`config.mk`:
```
export PLATFORM = sky130hd
export DESIGN_NAME = mtc_top
export DESIGN_NICKNAME = d
export VERILOG_FILES = /design/src/core/mtc_pkg.sv /design/src/core/mtc_top.sv
export SDC_FILE = /design/constraint.sdc
export NUM_CORES = 1
export LEC_CHECK = 0
export ABC_AREA = 1
export BUFFER_PORTS_ARGS = -buffer_cell sky130_fd_sc_hd__buf_2
export CAP_MARGIN = 40
export CORE_MARGIN = 2
export CORE_UTILIZATION = 40
export CTS_BUF_LIST = sky130_fd_sc_hd__clkbuf_8
export DETAILED_ROUTE_END_ITERATION = 12
export PLACE_DENSITY_LB_ADDON = 0.2
export SYNTH_ARGS = -nofsm -noshare
export SYNTH_HDL_FRONTEND = slang
export SYNTH_SLANG_ARGS = --single-unit
```
`constraint.sdc`:
```
create_clock -name CLK_I -period 2.17 [get_ports CLK_I]
set_clock_uncertainty 0.05 [all_clocks]
set_input_delay 0.217 -clock CLK_I [delete_from_list [all_inputs] [get_ports CLK_I]]
set_output_delay 0.217 -clock CLK_I [all_outputs]
set_load 0.03 [all_outputs]
```
`src/core/mtc_pkg.sv`:
```
// package of constants for the mac transmit control block
// Function
// - insert icmp checksum, unfragmented frames only
// - insert udp checksum when enabled
// - insert tcp checksum when enabled
// - insert ip header checksum when enabled
// - flush clears queue and resets frame pointer
// - full duplex flow control sends pause frames
// - half duplex flow control applies back-pressure
// - flow control off means no flow control
// - pad short frames up to 60 bytes, 64 with fcs
// - append 32-bit fcs when enabled
// - run bit starts the transmitter
// - stop only after current frame completes
`default_nettype none
package mtc_pkg;
    // ************************************************************
    // register map
    // ************************************************************
    localparam logic [7:0]  TXCTL_OFFSET   = 8'h70; // transmit_control
    localparam logic [7:0]  TXSTAT_OFFSET  = 8'h74; // state readback
    localparam logic [15:0] TXCTL_RESET    = 16'h0000;
    localparam logic [15:0] TXCTL_MASK     = 16'h01FF; // defined bits
    // ************************************************************
    // field positions of transmit_control
    // ************************************************************
    localparam int RUN_BIT   = 0; // transmitter_run
    localparam int FCS_BIT   = 1; // append_fcs_on
    localparam int PAD_BIT   = 2; // short_frame_padding_on
    localparam int FLOW_BIT  = 3; // transmit_flow_control_on
    localparam int FLUSH_BIT = 4; // flush_transmit_queue
    localparam int IPCS_BIT  = 5; // ip_header_checksum_insert
    localparam int TCPCS_BIT = 6; // tcp_checksum_insert
    localparam int UDPCS_BIT = 7; // udp_checksum_insert
    localparam int ICMPCS_BIT = 8; // icmp_checksum_insert
    // ************************************************************
    // frame sizes
    // ************************************************************
    localparam logic [15:0] MIN_FRAME_BYTES = 16'd64;
    localparam logic [15:0] FCS_BYTES       = 16'd4;
    localparam logic [15:0] PAD_TARGET      = 16'd60; // 64 minus fcs
    localparam logic [12:0] QUEUE_PTR_RESET = 13'h0000;
    typedef enum logic [1:0] {ST_STOPPED, ST_IDLE, ST_BUSY} mtc_state_e;
endpackage
`default_nettype wire

```
`src/core/mtc_top.sv`:
```
// transmit control register and frame control logic of the mac
`default_nettype none
module mtc_top (
    input  wire logic        CLK_I,      // core clock, 100 MHz
    input  wire logic        RST_I,      // async reset, active high
    input  wire logic        CYC_I,      // wishbone cycle
    input  wire logic        STB_I,      // wishbone strobe
    input  wire logic        WE_I,       // wishbone write
    input  wire logic [7:0]  ADR_I,      // byte address
    input  wire logic [3:0]  SEL_I,      // byte lanes
    input  wire logic [31:0] DAT_I,      // write data
    output logic      [31:0] DAT_O,      // read data
    output logic             ACK_O,      // wishbone ack
    input  wire logic        FRAME_REQ_I,  // queue has a frame to send
    input  wire logic [15:0] FRAME_LEN_I,  // its length without fcs
    input  wire logic        FRAG_I,       // frame is ip fragment
    input  wire logic        IS_IP_I,      // frame carries ipv4
    input  wire logic        IS_TCP_I,     // frame carries tcp
    input  wire logic        IS_UDP_I,     // frame carries udp
    input  wire logic        IS_ICMP_I,    // frame carries icmp
    input  wire logic        FRAME_DONE_I, // datapath finished frame
    input  wire logic        FULL_DUPLEX_I, // phy resolved duplex pin
    input  wire logic        RX_NEAR_FULL_I, // rx buffer at threshold
    output logic             FRAME_START_O, // pulse: frame accepted
    output logic             BUSY_O,        // frame in progress
    output logic [15:0]      PAD_LEN_O,     // padded length of frame
    output logic             INS_IP_O,      // fill ip header checksum
    output logic             INS_TCP_O,     // fill tcp checksum
    output logic             INS_UDP_O,     // fill udp checksum
    output logic             INS_ICMP_O,    // fill icmp checksum
    output logic             APPEND_FCS_O,  // append crc32 trailer
    output logic             QUEUE_CLEAR_O, // clear tx queue memory
    output logic [12:0]      QUEUE_PTR_O,   // tx frame pointer
    output logic             PAUSE_REQ_O,   // pulse: send pause frame
    output logic             BACKPRESSURE_O // force collisions
);
    import mtc_pkg::*;

    // ************************************************************
    // registers and synchronisers
    // ************************************************************
    logic [15:0] ctl_q;        // transmit_control contents
    logic [1:0]  dup_sync_q;   // duplex pin synchroniser
    logic [1:0]  nf_sync_q;    // rx threshold synchroniser
    logic        near_full_d1_q; // previous synced threshold level
    mtc_state_e  state_q;      // transmitter state
    logic        req_hit;      // a bus request is present
    logic        wr_ctl;       // write to transmit_control

    assign req_hit = CYC_I && STB_I && !ACK_O;
    assign wr_ctl  = req_hit && WE_I && (ADR_I == TXCTL_OFFSET);

    // pad length helper, used at frame start
    function automatic logic [15:0] padded(input logic [15:0] len,
                                           input logic pad_on);
        padded = (pad_on && len < PAD_TARGET) ? PAD_TARGET : len;
    endfunction

    // start condition, shared by the option latch and the checks
    function automatic logic can_start(input mtc_state_e st,
                                       input logic [15:0] ctl,
                                       input logic req);
        can_start = (st == ST_IDLE) && ctl[RUN_BIT] && !ctl[FLUSH_BIT]
                    && req;
    endfunction

    // two flops on the pin-level phy and rx threshold inputs
    always_ff @(posedge CLK_I or posedge RST_I) begin
        if (RST_I) begin
            dup_sync_q     <= 2'h0;
            nf_sync_q      <= 2'h0;
            near_full_d1_q <= 1'b0;
        end else begin
            dup_sync_q     <= {dup_sync_q[0], FULL_DUPLEX_I};
            nf_sync_q      <= {nf_sync_q[0], RX_NEAR_FULL_I};
            near_full_d1_q <= nf_sync_q[1];
        end
    end

    // ************************************************************
    // wishbone slave: one registered ack per request, one cycle after the strobe
    // ************************************************************
    always_ff @(posedge CLK_I or posedge RST_I) begin
        if (RST_I) begin
            ACK_O <= 1'b0;
            DAT_O <= 32'h0000_0000;
        end else begin
            ACK_O <= req_hit;
            DAT_O <= 32'h0000_0000;
            if (req_hit && !WE_I) begin
                // unmapped addresses read zero and still ack
                case (ADR_I)
                    TXCTL_OFFSET:  DAT_O <= {16'h0000, ctl_q};
                    TXSTAT_OFFSET: DAT_O <= {27'h0, dup_sync_q[1],
                                             BUSY_O, QUEUE_CLEAR_O,
                                             state_q};
                    default:       DAT_O <= 32'h0000_0000;
                endcase
            end
        end
    end

    // control register; upper bits are masked so they read zero
    always_ff @(posedge CLK_I or posedge RST_I) begin
        if (RST_I) begin
            ctl_q <= TXCTL_RESET;
        end else if (wr_ctl) begin
            if (SEL_I[0]) begin
                ctl_q[7:0] <= DAT_I[7:0];
            end
            if (SEL_I[1]) begin
                ctl_q[15:8] <= DAT_I[15:8] & TXCTL_MASK[15:8];
            end
        end
    end

    // ************************************************************
    // transmitter state machine
    // ************************************************************
    // stop request is honoured only between frames, so a frame that
    // is on the wire always finishes with its fcs intact
    always_ff @(posedge CLK_I or posedge RST_I) begin
        if (RST_I) begin
            state_q       <= ST_STOPPED;
            FRAME_START_O <= 1'b0;
            BUSY_O        <= 1'b0;
        end else begin
            FRAME_START_O <= 1'b0;
            case (state_q)
                ST_STOPPED: begin
                    if (ctl_q[RUN_BIT] && !ctl_q[FLUSH_BIT]) begin
                        state_q <= ST_IDLE;
                    end
                end
                ST_IDLE: begin
                    if (!ctl_q[RUN_BIT] || ctl_q[FLUSH_BIT]) begin
                        state_q <= ST_STOPPED;
                    end else if (FRAME_REQ_I) begin
                        state_q       <= ST_BUSY;
                        FRAME_START_O <= 1'b1;
                        BUSY_O        <= 1'b1;
                    end
                end
                ST_BUSY: begin
                    if (FRAME_DONE_I) begin
                        BUSY_O  <= 1'b0;
                        // run cleared mid-frame takes effect here
                        state_q <= ctl_q[RUN_BIT] ? ST_IDLE
                                                  : ST_STOPPED;
                    end
                end
                default: begin
                    state_q <= ST_STOPPED;
                end
            endcase
        end
    end

    // per-frame options latched at start so they hold for the frame
    always_ff @(posedge CLK_I or posedge RST_I) begin
        if (RST_I) begin
            PAD_LEN_O    <= 16'h0000;
            INS_IP_O     <= 1'b0;
            INS_TCP_O    <= 1'b0;
            INS_UDP_O    <= 1'b0;
            INS_ICMP_O   <= 1'b0;
            APPEND_FCS_O <= 1'b0;
        end else if (can_start(state_q, ctl_q, FRAME_REQ_I)) begin
            PAD_LEN_O    <= padded(FRAME_LEN_I, ctl_q[PAD_BIT]);
            INS_IP_O     <= ctl_q[IPCS_BIT] && IS_IP_I;
            INS_TCP_O    <= ctl_q[TCPCS_BIT] && IS_TCP_I;
            INS_UDP_O    <= ctl_q[UDPCS_BIT] && IS_UDP_I;
            INS_ICMP_O   <= ctl_q[ICMPCS_BIT] && IS_ICMP_I
                            && !FRAG_I;
            APPEND_FCS_O <= ctl_q[FCS_BIT];
        end
    end

    // ************************************************************
    // queue flush
    // ************************************************************
    // flush is a level: the queue stays cleared as long as it is set
    always_ff @(posedge CLK_I or posedge RST_I) begin
        if (RST_I) begin
            QUEUE_CLEAR_O <= 1'b0;
            QUEUE_PTR_O   <= QUEUE_PTR_RESET;
        end else begin
            QUEUE_CLEAR_O <= ctl_q[FLUSH_BIT];
            if (ctl_q[FLUSH_BIT]) begin
                QUEUE_PTR_O <= QUEUE_PTR_RESET;
            end else if (FRAME_DONE_I && state_q == ST_BUSY) begin
                QUEUE_PTR_O <= QUEUE_PTR_O + 13'(PAD_LEN_O);
            end
        end
    end

    // ************************************************************
    // flow control
    // ************************************************************
    // pause is sent once per rise of the threshold, not every cycle
    always_ff @(posedge CLK_I or posedge RST_I) begin
        if (RST_I) begin
            PAUSE_REQ_O    <= 1'b0;
            BACKPRESSURE_O <= 1'b0;
        end else begin
            PAUSE_REQ_O <= ctl_q[FLOW_BIT] && dup_sync_q[1] &&
                           nf_sync_q[1] && !near_full_d1_q;
            BACKPRESSURE_O <= ctl_q[FLOW_BIT] && !dup_sync_q[1] &&
                              nf_sync_q[1];
        end
    end
endmodule
`default_nettype wire

```
Yosys cells after proc, flatten, opt, wreduce, memory -nomap -nowiden:

Cells that the tools add are included.
W data, S select, Z words.

* add/subtract/negate cells: 1
* magnitude comparators: 1
* muxes and demuxes: 18
* equality and inequality tests: 9
* reduce and logical (&&, ||, !) cells: 36

Operators with widths (count)
* $mux W13: 2
* $logic_and A1 B1 Y1: 21
* $pmux W9 S2: 1
* $eq A8 B7 Y1 const B: 2
* $lt A16 B6 Y1 const B: 1
* $mux W16: 1
* $add A13 B13 Y13: 1
* $mux W9: 1
* $mux W2: 4
* $ne A2 B2 Y1 const B: 4
* $logic_not A1 Y1: 7
* $mux W1: 7
* $pmux W2 S3: 1
* $reduce_and A2 Y1: 2
* $reduce_and A4 Y1: 1
* $reduce_bool A2 Y1: 2
* $ne A3 B3 Y1 const B: 1
* $reduce_and A3 Y1: 1
* $eq A2 B1 Y1 const B: 1
* $eq A2 B2 Y1 const B: 1
* $logic_not A2 Y1: 1
* $pmux W1 S2: 1
* $logic_or A1 B1 Y1: 1

* register bits: 88
* bits of input ports: 74
* word-level logic and storage cells: 85
* output and inout bits: 72

Logic depth before layout (Yosys ltp):

Gate-level depths: netlist of run 1.

* depth in word-level cells: 5
* depth in mapped cells: 11

Least setup slack after synthesis of run 1:

No wires, ideal clock.

* kind: register -> register
* start: register QUEUE_PTR_O[0]
* end: register QUEUE_PTR_O[12]
* buffers on the path: 0
* library setup time: 0.117 ns
* cell stages (with the launch flop): 12
* setup slack: 0.284 ns
* arrival time: 1.719 ns
* path through: dfrtp_1 -> ha_1 -> inv_1 -> fa_1 -> inv_1 -> nand3_1 -> nand3_1 -> nand2_1 -> nand3_1 -> nand2_1 -> nand3_1 -> nand2_1

* longest elaborated chain between the ends: 3

RTL lines
* start, declared: line mtc_top.sv:33 `output logic [12:0] QUEUE_PTR_O,`
* start signal, assigned: line mtc_top.sv:192 `QUEUE_PTR_O <= QUEUE_PTR_O + 13'(PAD_LEN_O);`
* $add A13 B13 Y13: line mtc_top.sv:192
* $mux W13: line mtc_top.sv:191 `end else if (FRAME_DONE_I && state_q == ST_BUSY) begin`
* $mux W13: line mtc_top.sv:189 `if (ctl_q[FLUSH_BIT]) begin`

Every way passes these cells. The select of a mux whose other input is x is not followed.
A chain may end at the register's enable or synchronous reset.

Worst setup path after layout of run 1:

* start: register PAD_LEN_O[0]
* end: register QUEUE_PTR_O[6]

* longest elaborated chain between the ends: 3

RTL lines
* start, declared: line mtc_top.sv:26 `output logic [15:0] PAD_LEN_O,`
* start signal, assigned: line mtc_top.sv:169 `PAD_LEN_O <= padded(FRAME_LEN_I, ctl_q[PAD_BIT]);`
* $add A13 B13 Y13: line mtc_top.sv:192
* $mux W13: line mtc_top.sv:191
* $mux W13: line mtc_top.sv:189

Every way passes these cells. The select of a mux whose other input is x is not followed.

==> results of run 1 <==
==> layout make-up <==
class                   instances  area, µm²  area share [%]
clock buffers                  10        138            3.23
clock inverters                 6        115            2.70
inverters                      48        180            4.23
multi-input cells             315       1500            35.1
flip-flops and latches         65       1630            38.2
well taps                     105        131            3.08
repair buffers                106        576            13.5
==> metrics by stage <==
step	utilization, %	instance area (µm²)
after floorplan	-	3520
after global placement	48.1	3970
after detailed placement	48.1	3970
after CTS	51.6	4260
after global routing	51.6	4260
final	51.6	4260
==> state kept, by name, indices dropped and copies added (netlist names), 2 cells and up <==
name         flops
QUEUE_PTR_O     13
nf_sync_q        2
DAT_O            9
ctl_q            9
dup_sync_q       2
state_q          2
PAD_LEN_O       16
==> path summary, 6_finish.rpt <==
path,startpoint,endpoint,slack (ns),cells past startpoint
setup / recovery,PAD_LEN_O[0]$_DFFE_PP0P_,QUEUE_PTR_O[6]$_DFFE_PP0P_,0.26,11
hold / removal,FRAME_LEN_I[6],PAD_LEN_O[6]$_DFFE_PP0P_,0.02,3
max in group asynchronous,RST_I,QUEUE_PTR_O[4]$_DFFE_PP0P_,1.37,4
min in group asynchronous,RST_I,ctl_q[7]$_DFFE_PP0P_,0.42,4
hold reg to reg,dup_sync_q[0]$_DFF_PP0_,dup_sync_q[1]$_DFF_PP0_,0.30,0
setup reg to reg,PAD_LEN_O[0]$_DFFE_PP0P_,QUEUE_PTR_O[6]$_DFFE_PP0P_,0.26,11
==> power groups by stage <==
stage          clock network (µW)  logic (µW)  registers, µW
2_1_floorplan                   0         159           1280
3_3_place_gp                    0         217           1270
3_5_place_dp                    0         220           1270
4_1_cts                      1320         227           1240
5_1_grt                      1390         250           1250
6_report                     1300         224           1240
==> worst max-delay path: stages, from the launching register on <==
cell,delay [ns]
dfrtp_1,0.38
ha_1,0.23
inv_1,0.07
fa_1,0.39
inv_1,0.10
nand3_1,0.07
nand3_1,0.17
nand2_1,0.08
nand2_1,0.09
nand2_1,0.05
nand2_1,0.05
o21ai_0,0.06
==> routing by layer <==
metal / share of wire (%) / track usage [%]
met5: 0.16 / 0
met1: 44 / 23.4
met4: 1.4 / 5.85
met3: 6.2 / 5.13
met2: 48 / 29.5
==> cells in the final DEF (no fill, tap or decap), types with 2 or more instances in the layout <==
cell / n
nand2_2: 2
a21oi_1: 14
ha_1: 12
bufinv_16: 3
clkbuf_8: 10
dlygate4sd3_1: 4
inv_1: 45
inv_2: 3
clkinv_4: 2
buf_2: 97
nor3b_1: 5
nand2_1: 164
dfrtp_1: 65
nor2_1: 33
nand3_1: 21
o21ai_0: 13
conb_1: 23
buf_4: 4
nand4_1: 15
==> cell families (layout without fill, tap and decap cells) <==
group	Yosys count	after routing
and+or+nand+nor	246	246
buffers and inverters	79	170
DFF	65	65
AOI/OAI and AO/OA	31	31
adders and majority gates	13	13
xor gates and xnor gates	2	2
other	1	23
==> timing repair <==
| action | CTS | global route |
|---|---|---|
| hold buffers | 4 | 0 |
| gates resized for setup | 0 | 0 |
| endpoints found under the hold margin | 68 | 0 |
==> results_dict.tcl, run 1 <==
set metrics [dict create \
    die_w_um 96.7 \
    cap_viol_max_count 0 \
    tightestPinTransition_ns 0.560 \
    num-fill-cells 802 \
    diodes 0 \
    routed_wl_mm 8.14 \
    first_iter_violations 129 \
    synth.area.top_cells "dfrtp_1 47%, nand2_1 18%, buf_4 5.2%, inv_1 5.0%, ha_1 4.4%" \
    power_density_nw_per_um2 648 \
    switchingPower_uw 667 \
    post-cts-setup-buffers 0 \
    worstPathRequired_ns 2.35 \
    start_kind "flop" \
    synthArstFlopShare_pct 100 \
    synthMuxAreaShare_pct 0 \
    drtAntennaViolNets 0 \
    synth.most_common_cell "nand2_1" \
    clk_latency_ns 0.35 \
    crit_path_max_fanout 5 \
    vias 3086 \
    p_clk_share_pct 46.9 \
    cts_buffers 9 \
    ys_warn_count 0 \
    drive_gt1_share_pct 23.3 \
    total_power_uw 2760 \
    cts_max_level 3 \
    grt_pass1_vias 2923 \
    synthFlopType "dfrtp_1" \
    io_buffers 97 \
    stdcell_count 655 \
    ir_drop_uv 342 \
    core_um2 8260 \
    synth_edf_count 0 \
    clock_sinks 65 \
    dp_hpwl_mm 6.15 \
    place_congestion 0.884 \
    yosysTopAreaCell "dfrtp_1" \
    synth_seq_cells 65 \
    dp.cells 635 \
    synth.avg_cell_area_um2 7.87 \
    p_leak_uw 0.00250 \
    fin_crit_ns 1.91 \
    grt_max_degree 66 \
    clock.fmax_ghz 0.524 \
    synth_top_family_by_area "simple AND/OR/NAND/NOR gates" \
    cts_buffer_depth 2 \
    std_cell_rows 33 \
    synth-simple-area-share_pct 30.7 \
    pwr-share-seq_pct 45.0 \
    status "finished, final reports clean" \
    fin_tns_setup_ns 0 \
    die_y_um 96.7 \
    drtPass1Iterations 5 \
    slew-limit-headroom_pct 62.4 \
    place_ws_ns 0.307 \
    fin_nets 632 \
    via_per_inst 4.71 \
    cts_tree "built" \
    antenna_found_initial 1 \
    synthXorXnorAreaFrac_pct 0.509 \
    start_util_pct 41.7 \
    min_path_type "in -> reg" \
    crit_type "reg -> reg" \
    p_int_uw 2100 \
    cts-root-buf "clkbuf_8" \
    syn_to_final_growth_pct 23.9 \
    wl_per_cell_um 12.4 \
    rsz0062_at_grt "no" \
    maxSlewViolCount 0 \
    grtUsageTotal_pct 18.1 \
    synth_compound_area_share_pct 4.84 \
    grt_pass1_wl_mm 13.7 \
    synth_top_cell_area_share_pct 47.3 \
    die_area_um2 9360 \
    gr-total-overflow 0 \
    clk_pin_slew_ns 0.08 \
    end_kind "flop" \
    arrival_ns 2.09 \
    drc_errors 0 \
    setup_viol 0 \
    synth.distinct_cells 30 \
    synthAdderAreaFrac_pct 4.95 \
    synth_cells 437 \
    fin_ws_ns 0.260 \
    pwr-share-comb_pct 8.1 \
    io_pins 146 \
    hold_ws_ns 0.0204 \
    ys_seq_area_share_pct 47.3 \
    hold_violations 0 \
    synthTopCellsByCount "164 x nand2_1, 65 x dfrtp_1, 46 x inv_1" \
    switching_share_pct 24.1 \
    fin_crit_sh_pct 88.0 \
    synth_area_um2 3440 \
]
Note: power is estimated with default switching activity, not from simulation.
==> run 2: changes to the inputs <==
==> constraint.sdc (replaced) <==
create_clock -name CLK_I -period 1.83 [get_ports CLK_I]
set_clock_uncertainty 0.05 [all_clocks]
set_input_delay 0.183 -clock CLK_I [delete_from_list [all_inputs] [get_ports CLK_I]]
set_output_delay 0.183 -clock CLK_I [all_outputs]
set_load 0.03 [all_outputs]
==> run 2 against run 1 <==
  * Combinational power rose by 27%
  * Via count is 0.49% lower
  * Largest power group is now sequential cells
  * Sequential share of layout area shrank 0.90 points
  * Routed wire length up 1.2%
  * Die area is the same
  * Utilization is 1.3 points higher
==> results_dict.tcl, run 2 (same netlist as run 1, synthesis figures left out) <==
set metrics [dict create \
    clock.fmax_ghz 0.581 \
    clk_latency_ns 0.34 \
    io_buffers 97 \
    final_cell_mix "164 x nand2_1, 97 x buf_2, 63 x dfrtp_1" \
    die_y_um 96.7 \
    fin_crit_ns 1.72 \
    start_kind "flop" \
    min_path_cells 3 \
    min_path_type "in -> reg" \
    cap_viol_max_count 0 \
    hold_violations 0 \
    std_cell_rows 33 \
    seqCellArea_um2 1630 \
    drtPass1Iterations 4 \
    dp.cells 642 \
    slew-limit-headroom_pct 58.1 \
    p_leak_uw 0.00254 \
    rsz0062_at_grt "yes" \
    cts_tree "built" \
    end_kind "flop" \
    cts-root-buf "clkbuf_8" \
    ir_drop_uv 421 \
    via_per_inst 4.59 \
    arrival_ns 1.89 \
    tightestPinTransition_ns 0.628 \
    wl_per_cell_um 12.3 \
    num-fill-cells 816 \
    maxSlewViolCount 0 \
    drtAntennaViolNets 0 \
    fin_nets 646 \
    setup_viol 0 \
    stdcell_count 669 \
    fin_tns_setup_ns 0 \
    cts_buffer_depth 2 \
    io_pins 146 \
    clk_pin_slew_ns 0.07 \
    routed_wl_mm 8.24 \
    grt_max_degree 40 \
    regMostFlops "PAD_LEN_O" \
    status "finished, final reports clean" \
    syn_to_final_growth_pct 27.1 \
    dp_hpwl_mm 6.31 \
    worstPathRequired_ns 2.00 \
    clock_sinks 65 \
    place_congestion 0.823 \
    die_area_um2 9360 \
    diodes 0 \
    grt_pass1_wl_mm 14.0 \
    first_iter_violations 119 \
    drive_gt1_share_pct 24.8 \
    grt_pass1_vias 2962 \
    core_um2 8260 \
    vias 3071 \
    power_density_nw_per_um2 698 \
    die_w_um 96.7 \
    largest_reg_flops 16 \
    start_util_pct 41.7 \
    grtUsageTotal_pct 18.4 \
    crit_type "reg -> reg" \
    gr-total-overflow 0 \
    multi_input_area_um2 1520 \
    cts_buffers 9 \
    ff2ff_path_depth 10 \
    cts_max_level 3 \
    drc_errors 0 \
    antenna_found_initial 0 \
    fin_crit_sh_pct 94.1 \
    reg_top3 "PAD_LEN_O x16, QUEUE_PTR_O x13" \
    crit_path_max_fanout 5 \
    layout_commonest_cell "nand2_1" \
]
[run 2: area by class of cell]
| class | instances | area share, % |
|---|---|---|
| clock inverters | 5 | 1.43 |
| well taps | 105 | 3.00 |
| clock buffers | 11 | 3.46 |
| repair buffers | 120 | 16.0 |
| flip-flops and latches | 65 | 37.3 |
| inverters | 48 | 4.21 |
| multi-input cells | 315 | 34.7 |
[run 2: repair_timing]
item / in CTS / in global routing
hold buffers: 11 / 0
buffers inserted: 0 / 0
gates cloned: 0 / 0
gates resized for setup: 1 / 3
hold endpoints to repair: 36 / 0
endpoints found under the setup margin: 1 / 4
[run 2: power by group]
part	internal, µW	switching, µW
sequential	1460	15.0
clock	710	584
combinational	96.3	189
[run 2: through the flow]
stage / instance area, µm² / hold slack [ns] / power [µW] / utilization [%] / worst slack [ns]
CTS: 4360 / 0.00253 / 3090 / 52.8 / 0.0433
finish: 4370 / 0.0192 / 3050 / 53.0 / 0.108
global route: 4370 / 0.00377 / 3200 / 53.0 / -0.00528
global placement: 4030 / 0.241 / 1760 / 48.8 / 0.0795
detailed placement: 4030 / 0.243 / 1770 / 48.8 / -0.00958
floorplan: 3530 / 0.164 / 1700 / - / 0.0409
[run 2: routing by layer]
layer,global-route usage (%),up-vias,share of wire (%)
met4,3.90,0,1.2
met3,5.71,12,6.1
met1,24.3,1394,45
met5,0,-,0
met2,30.0,87,48
li1,-,1578,-
[run 2: worst paths after layout]
check / startpoint / to / slack (ns)
setup / recovery: PAD_LEN_O[0]$_DFFE_PP0P_ / QUEUE_PTR_O[8]$_DFFE_PP0P_ / 0.11
hold / removal: FRAME_LEN_I[7] / PAD_LEN_O[7]$_DFFE_PP0P_ / 0.02
setup reg to reg: PAD_LEN_O[0]$_DFFE_PP0P_ / QUEUE_PTR_O[8]$_DFFE_PP0P_ / 0.11
hold reg to reg: nf_sync_q[0]$_DFF_PP0_ / nf_sync_q[1]$_DFF_PP0_ / 0.30
max in group asynchronous: RST_I / PAD_LEN_O[14]$_DFFE_PP0P_ / 0.73
min in group asynchronous: RST_I / PAD_LEN_O[2]$_DFFE_PP0P_ / 0.42
[run 2: critical path, stage by stage (launching register included)]
cell,delay (ns)
dfrtp_2,0.42
ha_1,0.21
inv_1,0.08
fa_2,0.20
inv_1,0.05
nand3_1,0.08
nand3_2,0.12
a21oi_1,0.21
nand2_1,0.07
nand2_1,0.05
o21ai_0,0.06
==> run 3: changes to the inputs <==
--- a/config.mk
+++ b/config.mk
@@ -6,11 +6,11 @@
 export NUM_CORES = 1
 export LEC_CHECK = 0
 export ABC_AREA = 1
-export BUFFER_PORTS_ARGS = -buffer_cell sky130_fd_sc_hd__buf_2
+export BUFFER_PORTS_ARGS = -buffer_cell sky130_fd_sc_hd__clkbuf_2
 export CAP_MARGIN = 40
 export CORE_MARGIN = 2
 export CORE_UTILIZATION = 40
-export CTS_BUF_LIST = sky130_fd_sc_hd__clkbuf_8
+export CTS_BUF_LIST = sky130_fd_sc_hd__clkbuf_16
 export DETAILED_ROUTE_END_ITERATION = 12
 export PLACE_DENSITY_LB_ADDON = 0.2
 export SYNTH_ARGS = -nofsm -noshare
==> run 3 against run 2 <==
  * Sequential share of layout area shrank 0.15 points
  * Final cell count shrank 0.90%
  * Sequential cell count is the same
  * Power grew 9.9%
  * Setup slack lost 0.030 ns
  * Clock power grew 24%
  * Largest cell class unchanged
  * Clock-buffer cell count shrank 2
  * Non-clock buffer count shrank 5
  * Routed wire length grew 0.42%
  * Via count shrank 1.2%
  * Final area grew 0.40%
  * Combinational power shrank 4%
==> results_dict.tcl, run 3 (same netlist as run 1, synthesis figures left out) <==
set metrics [dict create \
    status "finished, final reports clean" \
    hold_violations 0 \
    io_buffers 97 \
    design_area_um2 4390 \
    fin_crit_sh_pct 95.7 \
    clk_latency_ns 0.32 \
    grtUsageTotal_pct 18.2 \
    max_stage_delay_ns 0.41 \
    p_leak_uw 0.00251 \
    drtAntennaViolNets 0 \
    cts_max_level 3 \
    drive_gt1_share_pct 25.4 \
    die_area_um2 9360 \
    power_density_nw_per_um2 764 \
    vias 3033 \
    worstPathRequired_ns 1.99 \
    wl_per_cell_um 12.5 \
    grt_pass1_vias 2911 \
    via_per_inst 4.57 \
    std_cell_rows 33 \
    critical_path.cell_chain "ha_1, nand2_1, nor2_1, inv_1, nor2_1, nand2_2, nand3_1, nand2_1, nand3_1, nand2_1" \
    cts_tree "built" \
    fin_crit_ns 1.75 \
    reg_top3 "PAD_LEN_O x16, QUEUE_PTR_O x13" \
    syn_to_final_growth_pct 27.6 \
    setup_viol 0 \
    arrival_ns 1.91 \
    crit_top_cell "nand2_1" \
    slew-limit-headroom_pct 67.1 \
    first_iter_violations 108 \
    grt_pass1_wl_mm 13.8 \
    maxSlewViolCount 0 \
    num-fill-cells 838 \
    core_um2 8260 \
    cap_viol_max_count 0 \
    hold_path.startpoint "FRAME_LEN_I[11]" \
    ir_drop_uv 530 \
    start_util_pct 41.7 \
    end_kind "flop" \
    final_cell_mix "163 x nand2_1, 97 x clkbuf_2, 63 x dfrtp_1" \
    clock.fmax_ghz 0.571 \
    diodes 0 \
    routed_wl_mm 8.27 \
    regMostFlops "PAD_LEN_O" \
    antenna_found_initial 0 \
    final_core_util_pct 53.2 \
    crit_path_max_fanout 5 \
    fin_tns_setup_ns 0 \
    place_congestion 0.956 \
    dp_hpwl_mm 6.34 \
    critPathSlowestCell "dfrtp_1" \
    min_path_type "in -> reg" \
    start_kind "flop" \
    crit_type "reg -> reg" \
    clk_pin_slew_ns 0.05 \
    timing.rr.start "QUEUE_PTR_O[7]$_DFFE_PP0P_" \
    largest_reg_flops 16 \
    crit_start "QUEUE_PTR_O[7]$_DFFE_PP0P_" \
    fin_nets 641 \
    drc_errors 0 \
    die_y_um 96.7 \
    layout_commonest_cell "nand2_1" \
    cts_buffer_depth 2 \
    grt_max_degree 66 \
    die_w_um 96.7 \
    io_pins 146 \
    cts-root-buf "clkbuf_16" \
    cts_buffers 9 \
    dpl_cell_area_um2 4040 \
    clock_sinks 65 \
    tightestPinTransition_ns 0.489 \
    drtPass1Iterations 4 \
    gr-total-overflow 0 \
]
## run 3: cell count changes in the layout (fill, tap and decap cells not counted), moves of 2 or more
cell and delta:
buf_2 -97, clkbuf_2 +97, clkbuf_8 -11, clkbuf_16 +9, dlygate4sd3_1 -7, clkinv_1 +4, buf_4 +2, clkinvlp_4 -2
ha_1 -2, ha_2 +2
## run 3: power by group
group | total, µW | leakage, µW | switching [µW] | internal (µW)
registers | 1480 | 0.000886 | 14.7 | 1460
logic | 275 | 0.00149 | 187 | 87.3
clock network | 1600 | 0.000135 | 580 | 1020
## run 3: worst max-delay path, delay by kind of cell (launching register included)
kind	cells	cell delay, ns
flip-flops	1	0.41
adder cells (fa/ha/maj)	1	0.38
AND/OR/NAND/NOR	8	0.74
buffers and inverters	1	0.07
## run 3: worst paths after layout
| check | endpoint | slack [ns] | cells past startpoint |
|---|---|---|---|
| setup / recovery | QUEUE_PTR_O[12]$_DFFE_PP0P_ | 0.08 | 10 |
| hold / removal | PAD_LEN_O[11]$_DFFE_PP0P_ | 0.02 | 3 |
| setup reg to reg | QUEUE_PTR_O[12]$_DFFE_PP0P_ | 0.08 | 10 |
| hold reg to reg | nf_sync_q[1]$_DFF_PP0_ | 0.30 | 0 |
| max in group asynchronous | PAD_LEN_O[5]$_DFFE_PP0P_ | 1.00 | 4 |
| min in group asynchronous | PAD_LEN_O[3]$_DFFE_PP0P_ | 0.45 | 4 |
## run 3: stage by stage
stage	hold WS (ns)	power [µW]	std cells	setup WS, ns
5_1_grt	0.0230	3500	663	-0.0507
2_1_floorplan	0.164	1700	459	0.0409
6_report	0.0248	3350	663	0.0780
4_1_cts	0.0175	3390	662	0.0499
3_5_place_dp	0.243	1770	643	-0.00238
3_3_place_gp	0.241	1760	643	0.0430
## run 3: layout make-up
cell class | instances | area, µm² | area share [%]
sequential | 65 | 1630 | 37.1
timing repair buffer | 115 | 643 | 14.6
multi-input combinational | 315 | 1530 | 34.8
inverter | 48 | 184 | 4.19
clock buffer | 9 | 225 | 5.13
tap | 105 | 131 | 2.99
clock inverter | 6 | 50.0 | 1.14
## run 3: layer usage
layer	part of all wire, %	vias up	global-route usage (%)
met3	5.7	11	5.35
met5	0	-	0
met1	46	1366	24.1
met4	1.4	0	5.42
li1	-	1570	-
met2	47	86	28.9
## run 3: repair_timing
action	4_1_cts	5_1_grt
buffers inserted	0	1
setup endpoints to repair	1	6
hold endpoints to repair	68	0
hold buffers	4	0
pin swaps	0	1
gates resized for setup	1	7
